## config.mk

```make
export PLATFORM = sky130hd
export DESIGN_NAME = eaj_top
export DESIGN_NICKNAME = d
export VERILOG_FILES = /design/src/eaj_pkg.sv /design/src/eaj_top.sv
export SDC_FILE = /design/constraint.sdc
export NUM_CORES = 1
export LEC_CHECK = 0
export ABC_CLOCK_PERIOD_IN_PS = 8610
export CORE_ASPECT_RATIO = 1.75
export CORE_MARGIN = 3
export CORE_UTILIZATION = 62
export CTS_CLUSTER_SIZE = 12
export DETAILED_ROUTE_END_ITERATION = 8
export DONT_BUFFER_PORTS = 1
export PLACE_DENSITY = 0.82
export SKIP_CTS_REPAIR_TIMING = 1
export SLEW_MARGIN = 20
export SYNTH_ARGS = -nofsm -noshare
export SYNTH_HDL_FRONTEND = slang
export SYNTH_SLANG_ARGS = --single-unit
```

## constraint.sdc

```tcl
create_clock -name I_CLK_SYS -period 8.61 [get_ports I_CLK_SYS]
set_input_delay 0.861 -clock I_CLK_SYS [delete_from_list [all_inputs] [get_ports I_CLK_SYS]]
set_output_delay 0.861 -clock I_CLK_SYS [all_outputs]
set_load 0.1 [all_outputs]
```

## src/eaj_pkg.sv

```systemverilog
// Register map, opcodes, flag positions and cycle counts of the byte arithmetic and jump unit.
//------------------------------------------------------------------------------
//------------------------------------------------------------------------------
package eaj_pkg;
  localparam int         ADDR_W     = 8;
  localparam logic [7:0] REG_CMD    = 8'h00;
  localparam logic [7:0] REG_OPD    = 8'h04;
  localparam logic [7:0] REG_OPR    = 8'h08;
  localparam logic [7:0] REG_RES    = 8'h0c;
  localparam logic [7:0] REG_FLAGS  = 8'h10;
  localparam logic [7:0] REG_PC     = 8'h14;
  localparam logic [7:0] REG_ZPTR   = 8'h18;
  localparam logic [7:0] REG_STAT   = 8'h1c;
  localparam logic [1:0] RESP_OKAY  = 2'h0;
  localparam logic [1:0] RESP_SLVERR = 2'h2;
  localparam int FLAG_C = 0;
  localparam int FLAG_Z = 1;
  localparam int FLAG_N = 2;
  localparam int FLAG_V = 3;
  localparam int FLAG_S = 4;
  localparam int FLAG_H = 5;
  localparam logic [7:0]  BYTE_ONES  = 8'hff;
  localparam logic [7:0]  BYTE_MIN   = 8'h80;
  localparam logic [7:0]  BYTE_MAX   = 8'h7f;
  localparam logic [15:0] RESET_PC   = 16'h0000;
  localparam logic [1:0]  CNT_ONE    = 2'h0;
  localparam logic [1:0]  CNT_TWO    = 2'h1;
  localparam logic [1:0]  CNT_THREE  = 2'h2;
  localparam logic [4:0] OP_SUM                     = 5'h00;
  localparam logic [4:0] OP_SUM_CARRY               = 5'h01;
  localparam logic [4:0] OP_WORD_PLUS_IMMEDIATE     = 5'h02;
  localparam logic [4:0] OP_WORD_MINUS_IMMEDIATE    = 5'h03;
  localparam logic [4:0] OP_DIFFERENCE              = 5'h04;
  localparam logic [4:0] OP_DIFFERENCE_WITH_BORROW  = 5'h05;
  localparam logic [4:0] OP_MASK                    = 5'h06;
  localparam logic [4:0] OP_MERGE                   = 5'h07;
  localparam logic [4:0] OP_EXCLUSIVE_MERGE         = 5'h08;
  localparam logic [4:0] OP_ONES_INVERT             = 5'h09;
  localparam logic [4:0] OP_TWOS_INVERT             = 5'h0a;
  localparam logic [4:0] OP_SET_MASK_BITS           = 5'h0b;
  localparam logic [4:0] OP_CLEAR_MASK_BITS         = 5'h0c;
  localparam logic [4:0] OP_STEP_UP                 = 5'h0d;
  localparam logic [4:0] OP_STEP_DOWN               = 5'h0e;
  localparam logic [4:0] OP_ZERO_MINUS_CHECK        = 5'h0f;
  localparam logic [4:0] OP_FORCE_ZERO              = 5'h10;
  localparam logic [4:0] OP_FORCE_ONES              = 5'h11;
  localparam logic [4:0] OP_UNSIGNED_PRODUCT        = 5'h12;
  localparam logic [4:0] OP_SIGNED_PRODUCT          = 5'h13;
  localparam logic [4:0] OP_MIXED_SIGN_PRODUCT      = 5'h14;
  localparam logic [4:0] OP_FRACTIONAL_UNSIGNED     = 5'h15;
  localparam logic [4:0] OP_FRACTIONAL_SIGNED       = 5'h16;
  localparam logic [4:0] OP_FRACTIONAL_MIXED        = 5'h17;
  localparam logic [4:0] OP_RELATIVE_GOTO           = 5'h18;
  localparam logic [4:0] OP_POINTER_GOTO            = 5'h19;
  localparam logic [4:0] OP_ABSOLUTE_GOTO           = 5'h1a;
  localparam logic [4:0] OP_RELATIVE_SUBROUTINE_ENTRY = 5'h1b;
  localparam logic [4:0] OP_LAST                    = 5'h1b;
  typedef enum logic {ST_IDLE, ST_EXEC} eaj_state_t;
endpackage : eaj_pkg

```

## src/eaj_top.sv

```systemverilog
// Byte arithmetic, product and jump unit behind an AXI4-Lite register slave.
//
// The register offsets and the AXI4-Lite interface to the registers are this design's own decisions.
`timescale 1ns/1ns
module eaj_top
  import eaj_pkg::*;
(
  input  wire logic              I_CLK_SYS,
  input  wire logic              I_RST,
  input  wire logic              I_AWVALID,
  output      logic              O_AWREADY,
  input  wire logic [ADDR_W-1:0] I_AWADDR,
  input  wire logic              I_WVALID,
  output      logic              O_WREADY,
  input  wire logic [31:0]       I_WDATA,
  input  wire logic [3:0]        I_WSTRB,
  output      logic              O_BVALID,
  input  wire logic              I_BREADY,
  output      logic [1:0]        O_BRESP,
  input  wire logic              I_ARVALID,
  output      logic              O_ARREADY,
  input  wire logic [ADDR_W-1:0] I_ARADDR,
  output      logic              O_RVALID,
  input  wire logic              I_RREADY,
  output      logic [31:0]       O_RDATA,
  output      logic [1:0]        O_RRESP
);
  //----------------------------------------------------------------------------
  // Functions
  //----------------------------------------------------------------------------
  // Byte sum returning {half carry, overflow, carry, result}.
  function automatic logic [10:0] add8(input logic [7:0] a, input logic [7:0] b,
                                       input logic c);
    logic [8:0] s;
    logic [4:0] n;
    s = {1'b0, a} + {1'b0, b} + {8'h00, c};
    n = {1'b0, a[3:0]} + {1'b0, b[3:0]} + {4'h0, c};
    return {n[4], (a[7] == b[7]) && (s[7] != a[7]), s[8], s[7:0]};
  endfunction : add8

  // Byte difference returning {half borrow, overflow, borrow, result}.
  function automatic logic [10:0] sub8(input logic [7:0] a, input logic [7:0] b,
                                       input logic c);
    logic [8:0] s;
    logic [4:0] n;
    s = {1'b0, a} - {1'b0, b} - {8'h00, c};
    n = {1'b0, a[3:0]} - {1'b0, b[3:0]} - {4'h0, c};
    return {n[4], (a[7] != b[7]) && (s[7] != a[7]), s[8], s[7:0]};
  endfunction : sub8

  // Byte-lane merge of a bus write into a stored word.
  function automatic logic [31:0] lanes(input logic [31:0] old, input logic [31:0] nw,
                                        input logic [3:0] strb);
    logic [31:0] r;
    r = old;
    for (int i = 0; i < 4; i++) begin
      if (strb[i]) begin
        r[8*i +: 8] = nw[8*i +: 8];
      end
    end
    return r;
  endfunction : lanes

  // Number of execute cycles minus one for each operation.
  function automatic logic [1:0] op_cnt(input logic [4:0] op);
    logic [1:0] r;
    r = CNT_ONE;
    if ((op == OP_WORD_PLUS_IMMEDIATE) || (op == OP_WORD_MINUS_IMMEDIATE) ||
        ((op >= OP_UNSIGNED_PRODUCT) && (op <= OP_FRACTIONAL_MIXED)) ||
        (op == OP_RELATIVE_GOTO) || (op == OP_POINTER_GOTO)) begin
      r = CNT_TWO;
    end
    if ((op == OP_ABSOLUTE_GOTO) || (op == OP_RELATIVE_SUBROUTINE_ENTRY)) begin
      r = CNT_THREE;
    end
    return r;
  endfunction : op_cnt

  //----------------------------------------------------------------------------
  // State
  //----------------------------------------------------------------------------
  eaj_state_t        state_q, state_d;
  logic [1:0]        cnt_q, cnt_d;
  logic [4:0]        op_q, op_d;
  logic [15:0]       opd_q, opd_d, opr_q, opr_d, res_q, res_d;
  logic [7:0]        flags_q, flags_d;
  logic [15:0]       pc_q, pc_d, zptr_q, zptr_d;
  logic              aw_full_q, aw_full_d, w_full_q, w_full_d;
  logic [ADDR_W-1:0] aw_addr_q, aw_addr_d;
  logic [31:0]       w_data_q, w_data_d;
  logic [3:0]        w_strb_q, w_strb_d;
  logic              awready_q, awready_d, wready_q, wready_d, arready_q, arready_d;
  logic              bvalid_q, bvalid_d, rvalid_q, rvalid_d;
  logic [1:0]        bresp_q, bresp_d, rresp_q, rresp_d;
  logic [31:0]       rdata_q, rdata_d;
  logic              busy, fin, wr_go, start;
  logic [15:0]       ex_res, ex_pc;
  logic [7:0]        ex_flags;
  logic              ex_wres;

  assign busy  = (state_q == ST_EXEC);
  assign fin   = busy && (cnt_q == CNT_ONE);
  assign wr_go = aw_full_q && w_full_q && !bvalid_q;
  assign start = wr_go && !busy && (aw_addr_q == REG_CMD) && w_strb_q[0] &&
                 (w_data_q[4:0] <= OP_LAST);

  //----------------------------------------------------------------------------
  // Execute datapath
  //----------------------------------------------------------------------------
  // Computes the result, flags and program counter that the last cycle commits.
  always_comb begin : exec_comb
    logic [10:0]        t;
    logic [16:0]        w;
    logic               byte_op, keep_c, keep_h, zkeep;
    logic signed [8:0]  ma, mb;
    logic signed [17:0] pr;
    logic [15:0]        p;
    t        = '0;
    w        = '0;
    byte_op  = 1'b1;
    keep_c   = 1'b1;
    keep_h   = 1'b1;
    zkeep    = 1'b0;
    ma       = '0;
    mb       = '0;
    pr       = '0;
    p        = '0;
    ex_res   = res_q;
    ex_pc    = pc_q;
    ex_flags = flags_q;
    ex_wres  = 1'b1;
    unique case (op_q)
      OP_SUM, OP_SUM_CARRY: begin
        t = add8(opd_q[7:0], opr_q[7:0], (op_q == OP_SUM_CARRY) && flags_q[FLAG_C]);
        keep_c = 1'b0;
        keep_h = 1'b0;
      end
      OP_DIFFERENCE: begin
        t = sub8(opd_q[7:0], opr_q[7:0], 1'b0);
        keep_c = 1'b0;
        keep_h = 1'b0;
      end
      OP_DIFFERENCE_WITH_BORROW: begin
        t = sub8(opd_q[7:0], opr_q[7:0], flags_q[FLAG_C]);
        keep_c = 1'b0;
        keep_h = 1'b0;
        zkeep  = 1'b1;
      end
      OP_MASK:            t = {3'h0, opd_q[7:0] & opr_q[7:0]};
      OP_MERGE:           t = {3'h0, opd_q[7:0] | opr_q[7:0]};
      OP_SET_MASK_BITS:   t = {3'h0, opd_q[7:0] | opr_q[7:0]};
      OP_CLEAR_MASK_BITS: t = {3'h0, opd_q[7:0] & (BYTE_ONES - opr_q[7:0])};
      OP_ZERO_MINUS_CHECK: t = {3'h0, opd_q[7:0] & opd_q[7:0]};
      OP_EXCLUSIVE_MERGE: t = {3'h0, opd_q[7:0] ^ opr_q[7:0]};
      OP_ONES_INVERT: begin
        t = {3'h1, BYTE_ONES - opd_q[7:0]};
        keep_c = 1'b0;
      end
      OP_TWOS_INVERT: begin
        t = sub8(8'h00, opd_q[7:0], 1'b0);
        keep_c = 1'b0;
        keep_h = 1'b0;
      end
      OP_STEP_UP:   t = {1'b0, opd_q[7:0] == BYTE_MAX, 1'b0, opd_q[7:0] + 8'h01};
      OP_STEP_DOWN: t = {1'b0, opd_q[7:0] == BYTE_MIN, 1'b0, opd_q[7:0] - 8'h01};
      OP_FORCE_ZERO: t = '0;
      OP_FORCE_ONES: begin
        byte_op = 1'b0;
        ex_res  = {8'h00, BYTE_ONES};
      end
      OP_WORD_PLUS_IMMEDIATE, OP_WORD_MINUS_IMMEDIATE: begin
        byte_op = 1'b0;
        if (op_q == OP_WORD_PLUS_IMMEDIATE) begin
          w = {1'b0, opd_q} + {9'h000, opr_q[7:0]};
          ex_flags[FLAG_V] = !opd_q[15] && w[15];
          ex_flags[FLAG_C] = opd_q[15] && !w[15];
        end else begin
          w = {1'b0, opd_q} - {9'h000, opr_q[7:0]};
          ex_flags[FLAG_V] = opd_q[15] && !w[15];
          ex_flags[FLAG_C] = !opd_q[15] && w[15];
        end
        ex_res           = w[15:0];
        ex_flags[FLAG_Z] = (w[15:0] == 16'h0000);
        ex_flags[FLAG_N] = w[15];
        ex_flags[FLAG_S] = w[15] ^ ex_flags[FLAG_V];
      end
      OP_UNSIGNED_PRODUCT, OP_SIGNED_PRODUCT, OP_MIXED_SIGN_PRODUCT,
      OP_FRACTIONAL_UNSIGNED, OP_FRACTIONAL_SIGNED, OP_FRACTIONAL_MIXED: begin
        byte_op = 1'b0;
        ma = {opd_q[7] && (op_q != OP_UNSIGNED_PRODUCT) &&
              (op_q != OP_FRACTIONAL_UNSIGNED), opd_q[7:0]};
        mb = {opr_q[7] && ((op_q == OP_SIGNED_PRODUCT) ||
              (op_q == OP_FRACTIONAL_SIGNED)), opr_q[7:0]};
        pr = ma * mb;
        p  = pr[15:0];
        ex_flags[FLAG_C] = p[15];
        ex_res = (op_q >= OP_FRACTIONAL_UNSIGNED) ? {p[14:0], 1'b0} : p;
        ex_flags[FLAG_Z] = (ex_res == 16'h0000);
      end
      OP_RELATIVE_GOTO, OP_RELATIVE_SUBROUTINE_ENTRY: begin
        byte_op = 1'b0;
        ex_wres = 1'b0;
        ex_pc   = pc_q + {{4{opr_q[11]}}, opr_q[11:0]} + 16'h0001;
      end
      OP_POINTER_GOTO: begin
        byte_op = 1'b0;
        ex_wres = 1'b0;
        ex_pc   = zptr_q;
      end
      OP_ABSOLUTE_GOTO: begin
        byte_op = 1'b0;
        ex_wres = 1'b0;
        ex_pc   = opr_q;
      end
      default: begin
        byte_op = 1'b0;
        ex_wres = 1'b0;
      end
    endcase
    // Common byte flag update; borrow keeps zero only while it was already set.
    if (byte_op) begin
      ex_res           = {8'h00, t[7:0]};
      ex_flags[FLAG_Z] = (t[7:0] == 8'h00) && (!zkeep || flags_q[FLAG_Z]);
      ex_flags[FLAG_N] = t[7];
      ex_flags[FLAG_V] = t[9];
      ex_flags[FLAG_S] = t[7] ^ t[9];
      if (!keep_c) begin
        ex_flags[FLAG_C] = t[8];
      end
      if (!keep_h) begin
        ex_flags[FLAG_H] = t[10];
      end
    end
  end

  //----------------------------------------------------------------------------
  // Bus slave and registers
  //----------------------------------------------------------------------------
  // Next values of the bus channels, the register file and the sequencer.
  always_comb begin : reg_comb
    logic [31:0] wv;
    logic        hit;
    wv = '0;
    hit = 1'b0;
    aw_full_d = aw_full_q || (I_AWVALID && awready_q);
    aw_addr_d = (I_AWVALID && awready_q) ? I_AWADDR : aw_addr_q;
    w_full_d  = w_full_q || (I_WVALID && wready_q);
    w_data_d  = (I_WVALID && wready_q) ? I_WDATA : w_data_q;
    w_strb_d  = (I_WVALID && wready_q) ? I_WSTRB : w_strb_q;
    bvalid_d  = bvalid_q && !I_BREADY;
    bresp_d   = bresp_q;
    state_d   = state_q;
    cnt_d     = busy ? cnt_q - 2'h1 : cnt_q;
    op_d      = op_q;
    opd_d     = opd_q;
    opr_d     = opr_q;
    res_d     = res_q;
    flags_d   = flags_q;
    pc_d      = pc_q;
    zptr_d    = zptr_q;
    if (fin) begin
      state_d = ST_IDLE;
      flags_d = ex_flags;
      pc_d    = ex_pc;
      if (ex_wres) begin
        res_d = ex_res;
      end
    end
    // Writes land only while idle; during execution they are answered but dropped.
    if (wr_go) begin
      aw_full_d = 1'b0;
      w_full_d  = 1'b0;
      bvalid_d  = 1'b1;
      bresp_d   = RESP_OKAY;
      hit = !busy;
      unique case (aw_addr_q)
        REG_CMD: begin
          wv = lanes({27'h0, op_q}, w_data_q, w_strb_q);
          if (start) begin
            op_d    = wv[4:0];
            cnt_d   = op_cnt(wv[4:0]);
            state_d = ST_EXEC;
          end else if (!busy) begin
            bresp_d = RESP_SLVERR;
          end
        end
        REG_OPD: begin
          wv = lanes({16'h0, opd_q}, w_data_q, w_strb_q);
          opd_d = hit ? wv[15:0] : opd_q;
        end
        REG_OPR: begin
          wv = lanes({16'h0, opr_q}, w_data_q, w_strb_q);
          opr_d = hit ? wv[15:0] : opr_q;
        end
        REG_FLAGS: begin
          wv = lanes({24'h0, flags_q}, w_data_q, w_strb_q);
          flags_d = hit ? wv[7:0] : flags_q;
        end
        REG_PC: begin
          wv = lanes({16'h0, pc_q}, w_data_q, w_strb_q);
          pc_d = hit ? wv[15:0] : pc_q;
        end
        REG_ZPTR: begin
          wv = lanes({16'h0, zptr_q}, w_data_q, w_strb_q);
          zptr_d = hit ? wv[15:0] : zptr_q;
        end
        REG_RES, REG_STAT: bresp_d = RESP_OKAY;
        default: bresp_d = RESP_SLVERR;
      endcase
    end
    awready_d = !aw_full_d && !bvalid_d;
    wready_d  = !w_full_d && !bvalid_d;
    // Read channel: one read in flight, data registered at the address handshake.
    rvalid_d  = rvalid_q && !I_RREADY;
    rdata_d   = rdata_q;
    rresp_d   = rresp_q;
    if (I_ARVALID && arready_q) begin
      rvalid_d = 1'b1;
      rresp_d  = RESP_OKAY;
      unique case (I_ARADDR)
        REG_CMD:   rdata_d = {27'h0, op_q};
        REG_OPD:   rdata_d = {16'h0, opd_q};
        REG_OPR:   rdata_d = {16'h0, opr_q};
        REG_RES:   rdata_d = {16'h0, res_q};
        REG_FLAGS: rdata_d = {24'h0, flags_q};
        REG_PC:    rdata_d = {16'h0, pc_q};
        REG_ZPTR:  rdata_d = {16'h0, zptr_q};
        REG_STAT:  rdata_d = {31'h0, busy};
        default: begin
          rdata_d = '0;
          rresp_d = RESP_SLVERR;
        end
      endcase
    end
    arready_d = !rvalid_d;
  end

  // Registers all state.
  always_ff @(posedge I_CLK_SYS or posedge I_RST) begin
    if (I_RST) begin
      state_q <= ST_IDLE;
      cnt_q <= CNT_ONE;
      op_q <= OP_SUM;
      opd_q <= '0;
      opr_q <= '0;
      res_q <= '0;
      flags_q <= '0;
      pc_q <= RESET_PC;
      zptr_q <= '0;
      aw_full_q <= 1'b0;
      aw_addr_q <= '0;
      w_full_q <= 1'b0;
      w_data_q <= '0;
      w_strb_q <= '0;
      awready_q <= 1'b0;
      wready_q <= 1'b0;
      arready_q <= 1'b0;
      bvalid_q <= 1'b0;
      rvalid_q <= 1'b0;
      bresp_q <= RESP_OKAY;
      rresp_q <= RESP_OKAY;
      rdata_q <= '0;
    end else begin
      state_q <= state_d;
      cnt_q <= cnt_d;
      op_q <= op_d;
      opd_q <= opd_d;
      opr_q <= opr_d;
      res_q <= res_d;
      flags_q <= flags_d;
      pc_q <= pc_d;
      zptr_q <= zptr_d;
      aw_full_q <= aw_full_d;
      aw_addr_q <= aw_addr_d;
      w_full_q <= w_full_d;
      w_data_q <= w_data_d;
      w_strb_q <= w_strb_d;
      awready_q <= awready_d;
      wready_q <= wready_d;
      arready_q <= arready_d;
      bvalid_q <= bvalid_d;
      rvalid_q <= rvalid_d;
      bresp_q <= bresp_d;
      rresp_q <= rresp_d;
      rdata_q <= rdata_d;
    end
  end

  assign O_AWREADY = awready_q;
  assign O_WREADY  = wready_q;
  assign O_BVALID  = bvalid_q;
  assign O_BRESP   = bresp_q;
  assign O_ARREADY = arready_q;
  assign O_RVALID  = rvalid_q;
  assign O_RDATA   = rdata_q;
  assign O_RRESP   = rresp_q;
endmodule : eaj_top

```

Yosys cells after proc, flatten, opt, wreduce, memory -nomap -nowiden --
Cells that the tools add are included. W data, S select, Z words.
Cells by class: add/sub/neg operators 19, multiply operators 1, divide/modulo/power cells 0, magnitude comparators 4, equality and inequality tests 61, shifts and indexed selects 0, muxes and demuxes 50, bitwise gates (word level) 8, reductions and logical operators 79
Operator list (count):
- $pmux W11 S12 | 1
- $mux W16 | 8
- $pmux W16 S8 | 1
- $pmux W16 S3 | 2
- $eq A5 B5 Y1 const B | 16
- $eq A8 B5 Y1 const B | 8
- $eq A5 B4 Y1 const B | 8
- $mux W8 | 5
- $eq A8 B4 Y1 const B | 4
- $logic_not A16 Y1 | 2
- $logic_and A1 B1 Y1 | 28
- $and A8 B8 Y8 | 3
- $logic_not A8 Y1 | 3
- $reduce_and A4 Y1 | 6
- $reduce_or A24 Y1 | 1
- $eq A5 B2 Y1 const B | 4
- $eq A5 B3 Y1 const B | 4
- $mux W1 | 17
- $add A16 B1 Y16 const B | 1
- $add A16 B16 Y16 | 1
- $add A16 B8 Y16 | 1
- $eq A8 B3 Y1 const B | 2
- $mul A9 B9 Y16 | 1
- $mux W2 | 8
- other kinds (45) | 87
Word-level totals: flip-flop bits (word level) 165, bits in latches 0, RAM bits 0, memory bits (read-only) 0, bits of input ports 59, output and inout bits 41, word-level logic and storage cells 248, memories kept 0

Depth between registers and ports, before layout --
Gate-level depths: netlist of the first run.
depth in word-level cells 13, depth in mapped cells 25, gate-level depth less buffers 23

Worst setup path before layout of the first run --
OpenSTA, ideal clock, no wires.
path type flip-flop to flip-flop, start reg op_q[1], end reg flags_q[1], setup time 0.087 ns, data arrival time 5.894 ns, required time 8.523 ns, path slack 2.629 ns, cell stages (with the launch flop) 24, path buffers 3, period minus slack after synthesis 5.981 ns, cell sequence dfrtp_1 > clkbuf_2 > buf_4 > clkbuf_1 > nand4_1 > nand2b_1 > fa_1 > fa_1 > inv_1 > fa_1 > fa_1 > inv_1 > fa_1 > inv_1 > ha_1 > nand3_1 > o211ai_1 > o41a_1 > a2111oi_0 > a21oi_1 > o22a_1 > nor3_1 > a31oi_1 > o211ai_1
On the way: longest elaborated chain between the ends 11, elaborated cells on any way between the ends 55, those cells by class 1 x add/sub; 1 x mul; 1 x order compare; 24 x eq/ne; 11 x mux; 17 x reduce/logical
RTL lines:
- start, declared | RTL line eaj_top.sv:84 | logic [4:0] op_q, op_d;
- start signal, assigned | RTL line eaj_top.sv:366 | op_q <= op_d;
- $ne A5 B5 Y1 (tied with other cells) | RTL line eaj_top.sv:190 | ma = {opd_q[7] && (op_q != OP_UNSIGNED_PRODUCT) &&
- $logic_and A1 B1 Y1 / $logic_or A1 B1 Y1 (equally long branches) | RTL line eaj_top.sv:190, eaj_top.sv:192
- $logic_and A1 B1 Y1 (on tied branches) | RTL line eaj_top.sv:190, eaj_top.sv:192
- $mul A9 B9 Y16 | RTL line eaj_top.sv:194 | pr = ma * mb;
- $mux W16 | RTL line eaj_top.sv:197 | ex_res = (op_q >= OP_FRACTIONAL_UNSIGNED) ? {p[14:0], 1'b0} : p;
- $logic_not A16 Y1 | RTL line eaj_top.sv:198 | ex_flags[FLAG_Z] = (ex_res == 16'h0000);
- $pmux W2 S2 | RTL line eaj_top.sv:132 | unique case (op_q)
- $mux W6 * | RTL line eaj_top.sv:221 | if (byte_op) begin
- $mux W6 * | RTL line eaj_top.sv:261 | if (fin) begin
- $mux W8 | RTL line eaj_top.sv:276 | unique case (aw_addr_q)
- $mux W8 * | RTL line eaj_top.sv:270 | if (wr_go) begin
- end signal, assigned | RTL line eaj_top.sv:370 | flags_q <= flags_d;
- end, declared | RTL line eaj_top.sv:86 | logic [7:0] flags_q, flags_d;
Mark *: on every way between the ends. The rest lies on a longest branch, timed or not. The select of a mux whose other input is x is not followed. A chain may end at the register's enable or synchronous reset.

Worst setup path in the final report of the first run --
start reg op_q[3], end reg flags_q[1]
Same word-level chain as after synthesis.

==> flow_metrics.env, run 1 <==
export IMPL_status="completed"
export IMPL_r2r_slack_ns=1.45
export IMPL_reg2reg_from="op_q[3]$_DFFE_PP0P_"
export IMPL_synth_area_leader_cell="dfrtp_1"
export IMPL_max_stage_delay_ns=0.63
export IMPL_crit_path_end_kind="flip-flop"
export IMPL_worst_pin_slew_ns=1.15
export IMPL_synth_top_cells_by_count="nand2_1, dfrtp_1, inv_1"
export IMPL_die_y_um=204
export IMPL_routedWlPerCell_um=25.8
export IMPL_period_minus_slack_ns=7.16
export IMPL_ys_flop_type="dfrtp_1"
export IMPL_hpwl_um=36100
export IMPL_cts_tree="built"
export IMPL_final_cells=1866
export IMPL_cp_start_kind="flip-flop"
export IMPL_crit_type="reg2reg"
export IMPL_gr_max_usage_layer="met2"
export IMPL_worst_hold_path_type="in2async"
export IMPL_drt_iter0_markers=1356
export IMPL_wirelength_um=48200
export IMPL_viasPerCell=6.87
export IMPL_synth_seq_cells=147
export IMPL_netlist_top_cells_area="dfrtp_1, fa_1, ha_1, mux2_2, nand2_1"
export IMPL_finalCritPeriodShare=0.832
export IMPL_die_x_um=119
export IMPL_cts_root_buffer="clkbuf_16"
export IMPL_start_util=0.630
export IMPL_max_freq_mhz=140
export IMPL_dp_cells=1833
export IMPL_clock_sinks=147
export IMPL_gp_congestion=1.02
export IMPL_synth_warning_count=0
export IMPL_crit_end="flags_q[1]$_DFFE_PP0P_"
export IMPL_slew_violations=0
export IMPL_cap_violations=0
export IMPL_met2_usage=0.683
export IMPL_synth_most_common_cell="nand2_1"
export IMPL_htreeDepth=4
export IMPL_irDropWorstVdd_v=0.000339
export IMPL_p_leak_nw=6.69
export IMPL_core_um2=22200
export IMPL_ys_seq_area_frac=0.264
export IMPL_syn_area_um2=14000
export IMPL_cts_buffer_depth=2
export IMPL_synth_edff_count=0
export IMPL_finalSetupViolCount=0
export IMPL_worstPathMaxFanout=6
export IMPL_synth_distinct_cells=80
export IMPL_grt_max_degree=77
export IMPL_crit_chain="nor2b_1 > o21ai_0 > and2_1 > nand2_1 > fa_1 > fa_1 > inv_1 > fa_1 > fa_1 > inv_1 > fa_1 > inv_1 > ha_1 > nand3_1 > o211ai_1 > o41a_1 > a2111oi_0 > a21oi_1 > o22a_1 > nor3_1 > a31oi_1 > o211ai_1"
export IMPL_cpMostUsedCell="fa_1"
export IMPL_drc=0
export IMPL_fin_tns_setup_ns=0
export IMPL_hold_viol_final=0
export IMPL_routed_via_count=12815
export IMPL_grt_use_met3=0.0792
export IMPL_critPathBufInv=3
export IMPL_syn_avg_cell_area_um2=8.77
export IMPL_fin_worst_skew_ns=0.00866
export IMPL_die_area_um2=24400
export IMPL_relSlewSlack=0.233
export IMPL_num_rows=72
export IMPL_synthCells=1591
export IMPL_worstPathRequired_ns=8.96
export IMPL_grt_pass1_wl_um=73900
export IMPL_worst_path_stages=22
export IMPL_clkSlewWorstSetupHoldPaths_ns=0.06
export IMPL_power_density_nw_per_um2=208
export IMPL_ioPinCount=100
export IMPL_clkLatencyLatePin_ns=0.44
export IMPL_r2r_end="flags_q[1]$_DFFE_PP0P_"
export IMPL_port_buffer_count=0
export IMPL_cts_buffers=17
export IMPL_reg2reg_depth=22
export IMPL_area_delta_synth_final_pct=5.40
export IMPL_crit_arrival_ns=7.51
export IMPL_rsz0062_at_grt="no"
export IMPL_yosys_area_top_type_share=0.264
export IMPL_gr_total_overflow=0
export IMPL_grt_use_met1=0.407
export IMPL_nNetsFinal=1772
export IMPL_crit_start="op_q[3]$_DFFE_PP0P_"
export IMPL_drive_above_1_share=0.102
export IMPL_path_delay_family="adder cells"
export IMPL_async_reset_ff_frac=1.00
export IMPL_ant_nets=0
export IMPL_antenna_found_initial=1
export IMPL_grt_usage=0.400
export IMPL_critPathSlowestCell="nor2b_1"
export IMPL_grt_pass1_vias=12976
export IMPL_n_antenna_cell=0
export IMPL_first_pass_iters=8
-- worst min path at each step --
stage                                      start                        to  slack [ns]  cells after the start
after floorplan           flags_q[6]$_DFFE_PP0P_    flags_q[6]$_DFFE_PP0P_        0.45                      2
after global placement    flags_q[6]$_DFFE_PP0P_    flags_q[6]$_DFFE_PP0P_        0.46                      2
after detailed placement  flags_q[6]$_DFFE_PP0P_    flags_q[6]$_DFFE_PP0P_        0.47                      2
after CTS                                  I_RST  w_data_q[15]$_DFFE_PP0P_        0.42                      1
after global routing                       I_RST  w_data_q[15]$_DFFE_PP0P_        0.43                      1
final                                      I_RST  w_data_q[15]$_DFFE_PP0P_        0.38                      1
-- flip-flops by register name, indices dropped and copies added (netlist names), 2 cells and up --
register / cells
zptr_q: 16
aw_addr_q: 8
w_data_q: 16
op_q: 5
cnt_q: 2
w_strb_q: 2
opr_q: 16
opd_q: 16
pc_q: 16
res_q: 16
flags_q: 8
O_RDATA: 16
-- kinds of logic (layout without fill, tap and decap cells) --
kind of cell    count (synthesis)  after routing  synth area share
buf+inv                       226            188            0.0693
mux                           101            101            0.0798
compound gates                414            414             0.198
fa+ha+maj                     156            156             0.177
xor+xnor                       74             74            0.0478
flops                         147            147             0.264
other cells                     1             18          0.000269
simple gates                  472            472             0.164
-- area by class of cell --
type / count / area, µm²
inverter: 130 / 493
timing repair buffer: 26 / 193
fill: 1885 / 7450
tap: 296 / 370
clock buffer: 20 / 457
multi-input combinational: 1235 / 9390
sequential: 147 / 3680
clock inverter: 12 / 131
-- report_power, final --
part           internal [mW]  switching [mW]
sequential             0.811           0.308
combinational          0.466           0.736
clock                  0.441           0.301
total                   1.72            1.35
-- per-layer routing --
layer  routed length (µm)  vias to the layer above
met5                    0                        -
met4                 5410                        0
met3                 3860                      305
met2                23800                      788
met1                15200                     6137
li1                     -                     5585
-- layout by cell type, fill, tap and decap left out, drive strengths merged, types with 39 or more instances in the layout --
cell and count:
a21oi 91, dfrtp 147, fa 69, ha 87
inv 129, mux2 82, nand2 149, nor2 117
nor3 39, o21ai 99, xnor2 53
-- through the flow --
stage,hold WS (ns),total power [mW],setup slack [ns],instance area (µm²),util
detailed placement,0.473,2.26,1.90,14100,0.636
global route,0.425,3.18,1.08,14700,0.664
CTS,0.416,3.01,1.84,14700,0.663
floorplan,0.447,1.91,2.63,14000,-
global placement,0.464,2.23,2.06,14100,0.636
finish,0.385,3.06,1.45,14700,0.664
No activity file was read; power rests on OpenSTA's default activity.
==> run 2: changes to the inputs <==
ABC_CLOCK_PERIOD_IN_PS = 6900   (was 8610)
clock period = 6.9 ns   (was 8.61 ns; I/O delays follow)
==> run 2 against run 1 <==
Global-route usage shrank 0.43 points. Critical path type unchanged. Core utilization grew 0.41 points. Sequential share of layout area shrank 0.15 points. Flip-flop and latch count is the same. Register-to-register slack lost 1.1 ns. Count of clock-buffer cells in the layout grew 2. Critical endpoint unchanged.
==> flow_metrics.env, run 2 (synthesized netlist as in run 1, its figures left out) <==
export IMPL_cts_buffer_depth=2
export IMPL_worstPathRequired_ns=7.25
export IMPL_design_area_um2=14800
export IMPL_cts_tree="built"
export IMPL_grt_pass1_wl_um=73600
export IMPL_cp_start_kind="flip-flop"
export IMPL_cts_buffers=17
export IMPL_start_util=0.630
export IMPL_crit_type="reg2reg"
export IMPL_ioPinCount=100
export IMPL_crit_path_end_kind="flip-flop"
export IMPL_num_rows=72
export IMPL_max_freq_mhz=152
export IMPL_final_common_cell="nand2_1"
export IMPL_grt_pass1_vias=12964
export IMPL_worst_pin_slew_ns=1.20
export IMPL_routedWlPerCell_um=25.8
export IMPL_irDropWorstVdd_v=0.000383
export IMPL_core_um2=22200
export IMPL_status="completed"
export IMPL_ant_nets=0
export IMPL_grt_usage=0.396
export IMPL_dpl_cell_area_um2=14200
export IMPL_clock_sinks=147
export IMPL_grt_use_met3=0.0703
export IMPL_met2_usage=0.669
export IMPL_wirelength_um=48300
export IMPL_area_delta_synth_final_pct=6.05
export IMPL_hpwl_um=36600
export IMPL_drt_iter0_markers=1358
export IMPL_routed_via_count=12992
export IMPL_gr_max_usage_layer="met2"
export IMPL_max_stage_delay_ns=0.55
export IMPL_die_area_um2=24400
export IMPL_power_density_nw_per_um2=259
export IMPL_p_leak_nw=6.75
export IMPL_port_buffer_count=0
export IMPL_drive_above_1_share=0.104
export IMPL_crit_arrival_ns=6.94
export IMPL_slew_violations=0
export IMPL_clkSlewWorstSetupHoldPaths_ns=0.06
export IMPL_relSlewSlack=0.199
export IMPL_finalCritPeriodShare=0.954
export IMPL_first_pass_iters=7
export IMPL_fin_util=0.668
export IMPL_die_y_um=204
export IMPL_hold_viol_final=0
export IMPL_critPathBufInv=4
export IMPL_fin_tns_setup_ns=0
export IMPL_critPathSlowestCell="fa_1"
export IMPL_nNetsFinal=1782
export IMPL_timing_final_ws_setup_ns=0.315
export IMPL_clkLatencyLatePin_ns=0.44
export IMPL_cap_violations=0
export IMPL_viasPerCell=6.93
export IMPL_worst_hold_path_type="in2async"
export IMPL_grt_max_degree=75
export IMPL_rsz0062_at_grt="no"
export IMPL_crit_chain="buf_4 > nor3b_1 > o21ai_0 > and2_1 > nand2_1 > fa_1 > fa_1 > inv_1 > fa_1 > fa_1 > inv_1 > fa_1 > inv_1 > ha_1 > nand3_1 > o211ai_1 > o41a_1 > a2111oi_0 > a21oi_1 > o22a_1 > nor3_1 > a31oi_1 > o211ai_1"
export IMPL_antenna_found_initial=0
export IMPL_drc=0
export IMPL_cts_root_buffer="clkbuf_16"
export IMPL_grt_use_met1=0.410
export IMPL_period_minus_slack_ns=6.59
export IMPL_gp_congestion=1.07
export IMPL_worstPathMaxFanout=14
export IMPL_gr_total_overflow=0
export IMPL_fin_worst_skew_ns=0.00533
export IMPL_n_antenna_cell=0
export IMPL_cpMostUsedCell="fa_1"
export IMPL_htreeDepth=4
export IMPL_pre_cts_slack_ns=0.364
export IMPL_finalSetupViolCount=0
export IMPL_layout_common_cells="nand2_1, dfrtp_1, inv_1"
export IMPL_path_delay_family="adder cells"
export IMPL_die_x_um=119
run 2: cell types whose count changed in the layout (fill, tap and decap cells not counted), moves of 2 or more:
cell,previous run,this run
clkbuf_1,1,4
bufinv_16,2,4
clkinvlp_4,4,1
buf_4,25,36
run 2: where the power goes:
group	leakage, nW	internal, mW	switching, mW	total, mW
combinational	4.49	0.589	0.907	1.50
sequential	1.97	1.01	0.364	1.38
clock	0.294	0.611	0.352	0.964
total	6.75	2.21	1.62	3.84
run 2: per-stage QoR:
stage | total power [mW] | instances | hold WS [ns]
global placement | 2.77 | 1844 | 0.469
CTS | 3.78 | 1875 | 0.239
finish | 3.84 | 1875 | 0.220
detailed placement | 2.81 | 1844 | 0.466
floorplan | 2.39 | 1608 | 0.447
global route | 3.99 | 1875 | 0.272
run 2: path summary, 6_finish.rpt:
check	from	to	slack, ns	cells after the start
max	op_q[2]$_DFFE_PP0P_	flags_q[1]$_DFFE_PP0P_	0.31	23
max reg2reg	op_q[2]$_DFFE_PP0P_	flags_q[1]$_DFFE_PP0P_	0.31	23
min in group I_CLK_SYS	I_WDATA[4]	w_data_q[4]$_DFFE_PP0P_	0.40	1
min	I_RST	O_BVALID$_DFF_PP0_	0.22	1
max in group asynchronous	I_RST	O_RDATA[12]$_DFFE_PP0P_	5.26	2
min reg2reg	res_q[0]$_DFFE_PP0P_	res_q[0]$_DFFE_PP0P_	0.49	2
run 2: layout make-up:
class                      instances  area (µm²)
clock buffer                      22         454
clock inverter                     9         155
fill                            1866        7360
inverter                         130         493
multi-input combinational       1235        9380
sequential                       147        3680
tap                              296         370
timing repair buffer              36         270
run 2: layer usage:
layer | part of all wire | vias up
met2 | 0.49 | 801
met5 | 0 | -
met4 | 0.12 | 0
li1 | - | 5622
met3 | 0.076 | 321
met1 | 0.32 | 6248
==> run 3: changes to the inputs <==
MAX_ROUTING_LAYER = met4   (was unset)
==> run 3 against run 2 <==
Setup slack gained 0.098 ns. Final area grew 0.35%. First-iteration DRC count is 2.3% lower. Via count down 0.17%. Combinational power barely moved. Fmax rose by 1.5%. Flip-flop and latch count is the same. Critical endpoint unchanged. Largest cell class unchanged. Highest routed layer unchanged.
==> flow_metrics.env, run 3 (synthesized netlist as in run 1, its figures left out) <==
export IMPL_status="completed"
export IMPL_gp_congestion=1.09
export IMPL_slew_violations=0
export IMPL_max_freq_mhz=154
export IMPL_cp_start_kind="flip-flop"
export IMPL_drc=0
export IMPL_wirelength_um=49000
export IMPL_irDropWorstVdd_v=0.000396
export IMPL_fin_util=0.670
export IMPL_crit_arrival_ns=6.85
export IMPL_fin_worst_skew_ns=0.00944
export IMPL_die_x_um=119
export IMPL_hpwl_um=37500
export IMPL_worstPathMaxFanout=13
export IMPL_finalSetupViolCount=0
export IMPL_clkSlewWorstSetupHoldPaths_ns=0.06
export IMPL_cap_violations=0
export IMPL_grt_max_degree=76
export IMPL_cts_buffer_depth=2
export IMPL_worst_hold_path_type="in2async"
export IMPL_reg2reg_depth=22
export IMPL_dpl_cell_area_um2=14200
export IMPL_drive_above_1_share=0.108
export IMPL_die_y_um=204
export IMPL_ioPinCount=100
export IMPL_relSlewSlack=0.204
export IMPL_crit_type="reg2reg"
export IMPL_grt_pass1_vias=13199
export IMPL_first_pass_iters=6
export IMPL_cts_root_buffer="clkbuf_16"
export IMPL_routedWlPerCell_um=26.1
export IMPL_fin_tns_setup_ns=0
export IMPL_reg2reg_from="op_q[2]$_DFFE_PP0P_"
export IMPL_num_rows=72
export IMPL_ant_nets=0
export IMPL_layout_common_cells="nand2_1, dfrtp_1, inv_1"
export IMPL_num_fill_cells=1871
export IMPL_worst_pin_slew_ns=1.19
export IMPL_port_buffer_count=0
export IMPL_hold_viol_final=0
export IMPL_design_area_um2=14900
export IMPL_core_um2=22200
export IMPL_area_delta_synth_final_pct=6.42
export IMPL_antenna_found_initial=0
export IMPL_n_antenna_cell=0
export IMPL_grt_pass1_wl_um=75000
export IMPL_crit_path_end_kind="flip-flop"
export IMPL_drt_iter0_markers=1327
export IMPL_viasPerCell=6.91
export IMPL_die_area_um2=24400
export IMPL_gr_total_overflow=0
export IMPL_routed_via_count=12970
export IMPL_nNetsFinal=1784
export IMPL_power_density_nw_per_um2=263
export IMPL_clock_sinks=147
export IMPL_final_common_cell="nand2_1"
export IMPL_r2r_slack_ns=0.41
export IMPL_crit_start="op_q[2]$_DFFE_PP0P_"
export IMPL_rsz0062_at_grt="no"
export IMPL_cts_buffers=17
export IMPL_worstPathRequired_ns=7.26
export IMPL_clkLatencyLatePin_ns=0.44
export IMPL_p_leak_nw=6.78
export IMPL_r2r_end="flags_q[1]$_DFFE_PP0P_"
export IMPL_start_util=0.630
export IMPL_cts_tree="built"
export IMPL_finalCritPeriodShare=0.940
export IMPL_period_minus_slack_ns=6.49
export IMPL_grt_usage=0.417
export IMPL_htreeDepth=4
run 3: changes by cell type in the layout (fill, tap and decap cells not counted):
cell,delta
bufinv_16,+1
buf_4,+2
o21ai_0,-1
clkbuf_1,-4
clkinvlp_4,+1
o21ai_1,+1
inv_6,+1
clkinv_2,+1
run 3: worst max path at each step:
stage	cells after the start	slack [ns]	to
5_1_grt	22	0.04	flags_q[1]$_DFFE_PP0P_
2_1_floorplan	23	0.92	flags_q[1]$_DFFE_PP0P_
3_5_place_dp	22	0.37	flags_q[1]$_DFFE_PP0P_
4_1_cts	22	0.34	flags_q[1]$_DFFE_PP0P_
3_3_place_gp	22	0.40	flags_q[1]$_DFFE_PP0P_
6_report	22	0.41	flags_q[1]$_DFFE_PP0P_
run 3: routing by layer:
layer,up-vias,part of all wire,global-route usage
li1,5597,-,-
met1,6287,0.32,0.423
met2,764,0.49,0.697
met3,322,0.075,0.0642
met4,0,0.11,0.358
met5,-,0,-
run 3: layout make-up:
type	count	area, µm²	share of cell area
multi-input combinational	1235	9380	0.632
timing repair buffer	38	285	0.0192
tap	296	370	0.0249
clock inverter	13	206	0.0139
sequential	147	3680	0.248
inverter	130	493	0.0332
clock buffer	18	439	0.0296
run 3: through the flow:
step                      worst slack (ns)  power [mW]  hold slack (ns)  instances
after global routing                0.0434        4.06            0.270       1877
final                                0.412        3.91            0.225       1877
after global placement               0.399        2.81            0.464       1846
after floorplan                      0.919        2.39            0.447       1608
after detailed placement             0.373        2.84            0.473       1846
after CTS                            0.343        3.86            0.243       1877
run 3: worst max-delay path: stages (launching register included):
cell and delay [ns]:
dfrtp_1 0.53, and3b_1 0.25, o21ai_1 0.29, and2_1 0.24, nand2_1 0.16, fa_1 0.53, fa_1 0.51, inv_1 0.05
fa_1 0.50, fa_1 0.53, inv_1 0.07, fa_1 0.54, inv_1 0.04, ha_1 0.36, nand3_1 0.11, o211ai_1 0.13
o41a_1 0.42, a2111oi_0 0.43, a21oi_1 0.09, o22a_1 0.21, nor3_1 0.20, a31oi_1 0.13, o211ai_1 0.11
run 3: power by group:
| part | internal, mW | switching [mW] | total, mW |
|---|---|---|---|
| clock | 0.648 | 0.371 | 1.02 |
| sequential | 1.01 | 0.364 | 1.38 |
| combinational | 0.592 | 0.922 | 1.51 |
| total | 2.25 | 1.66 | 3.91 |
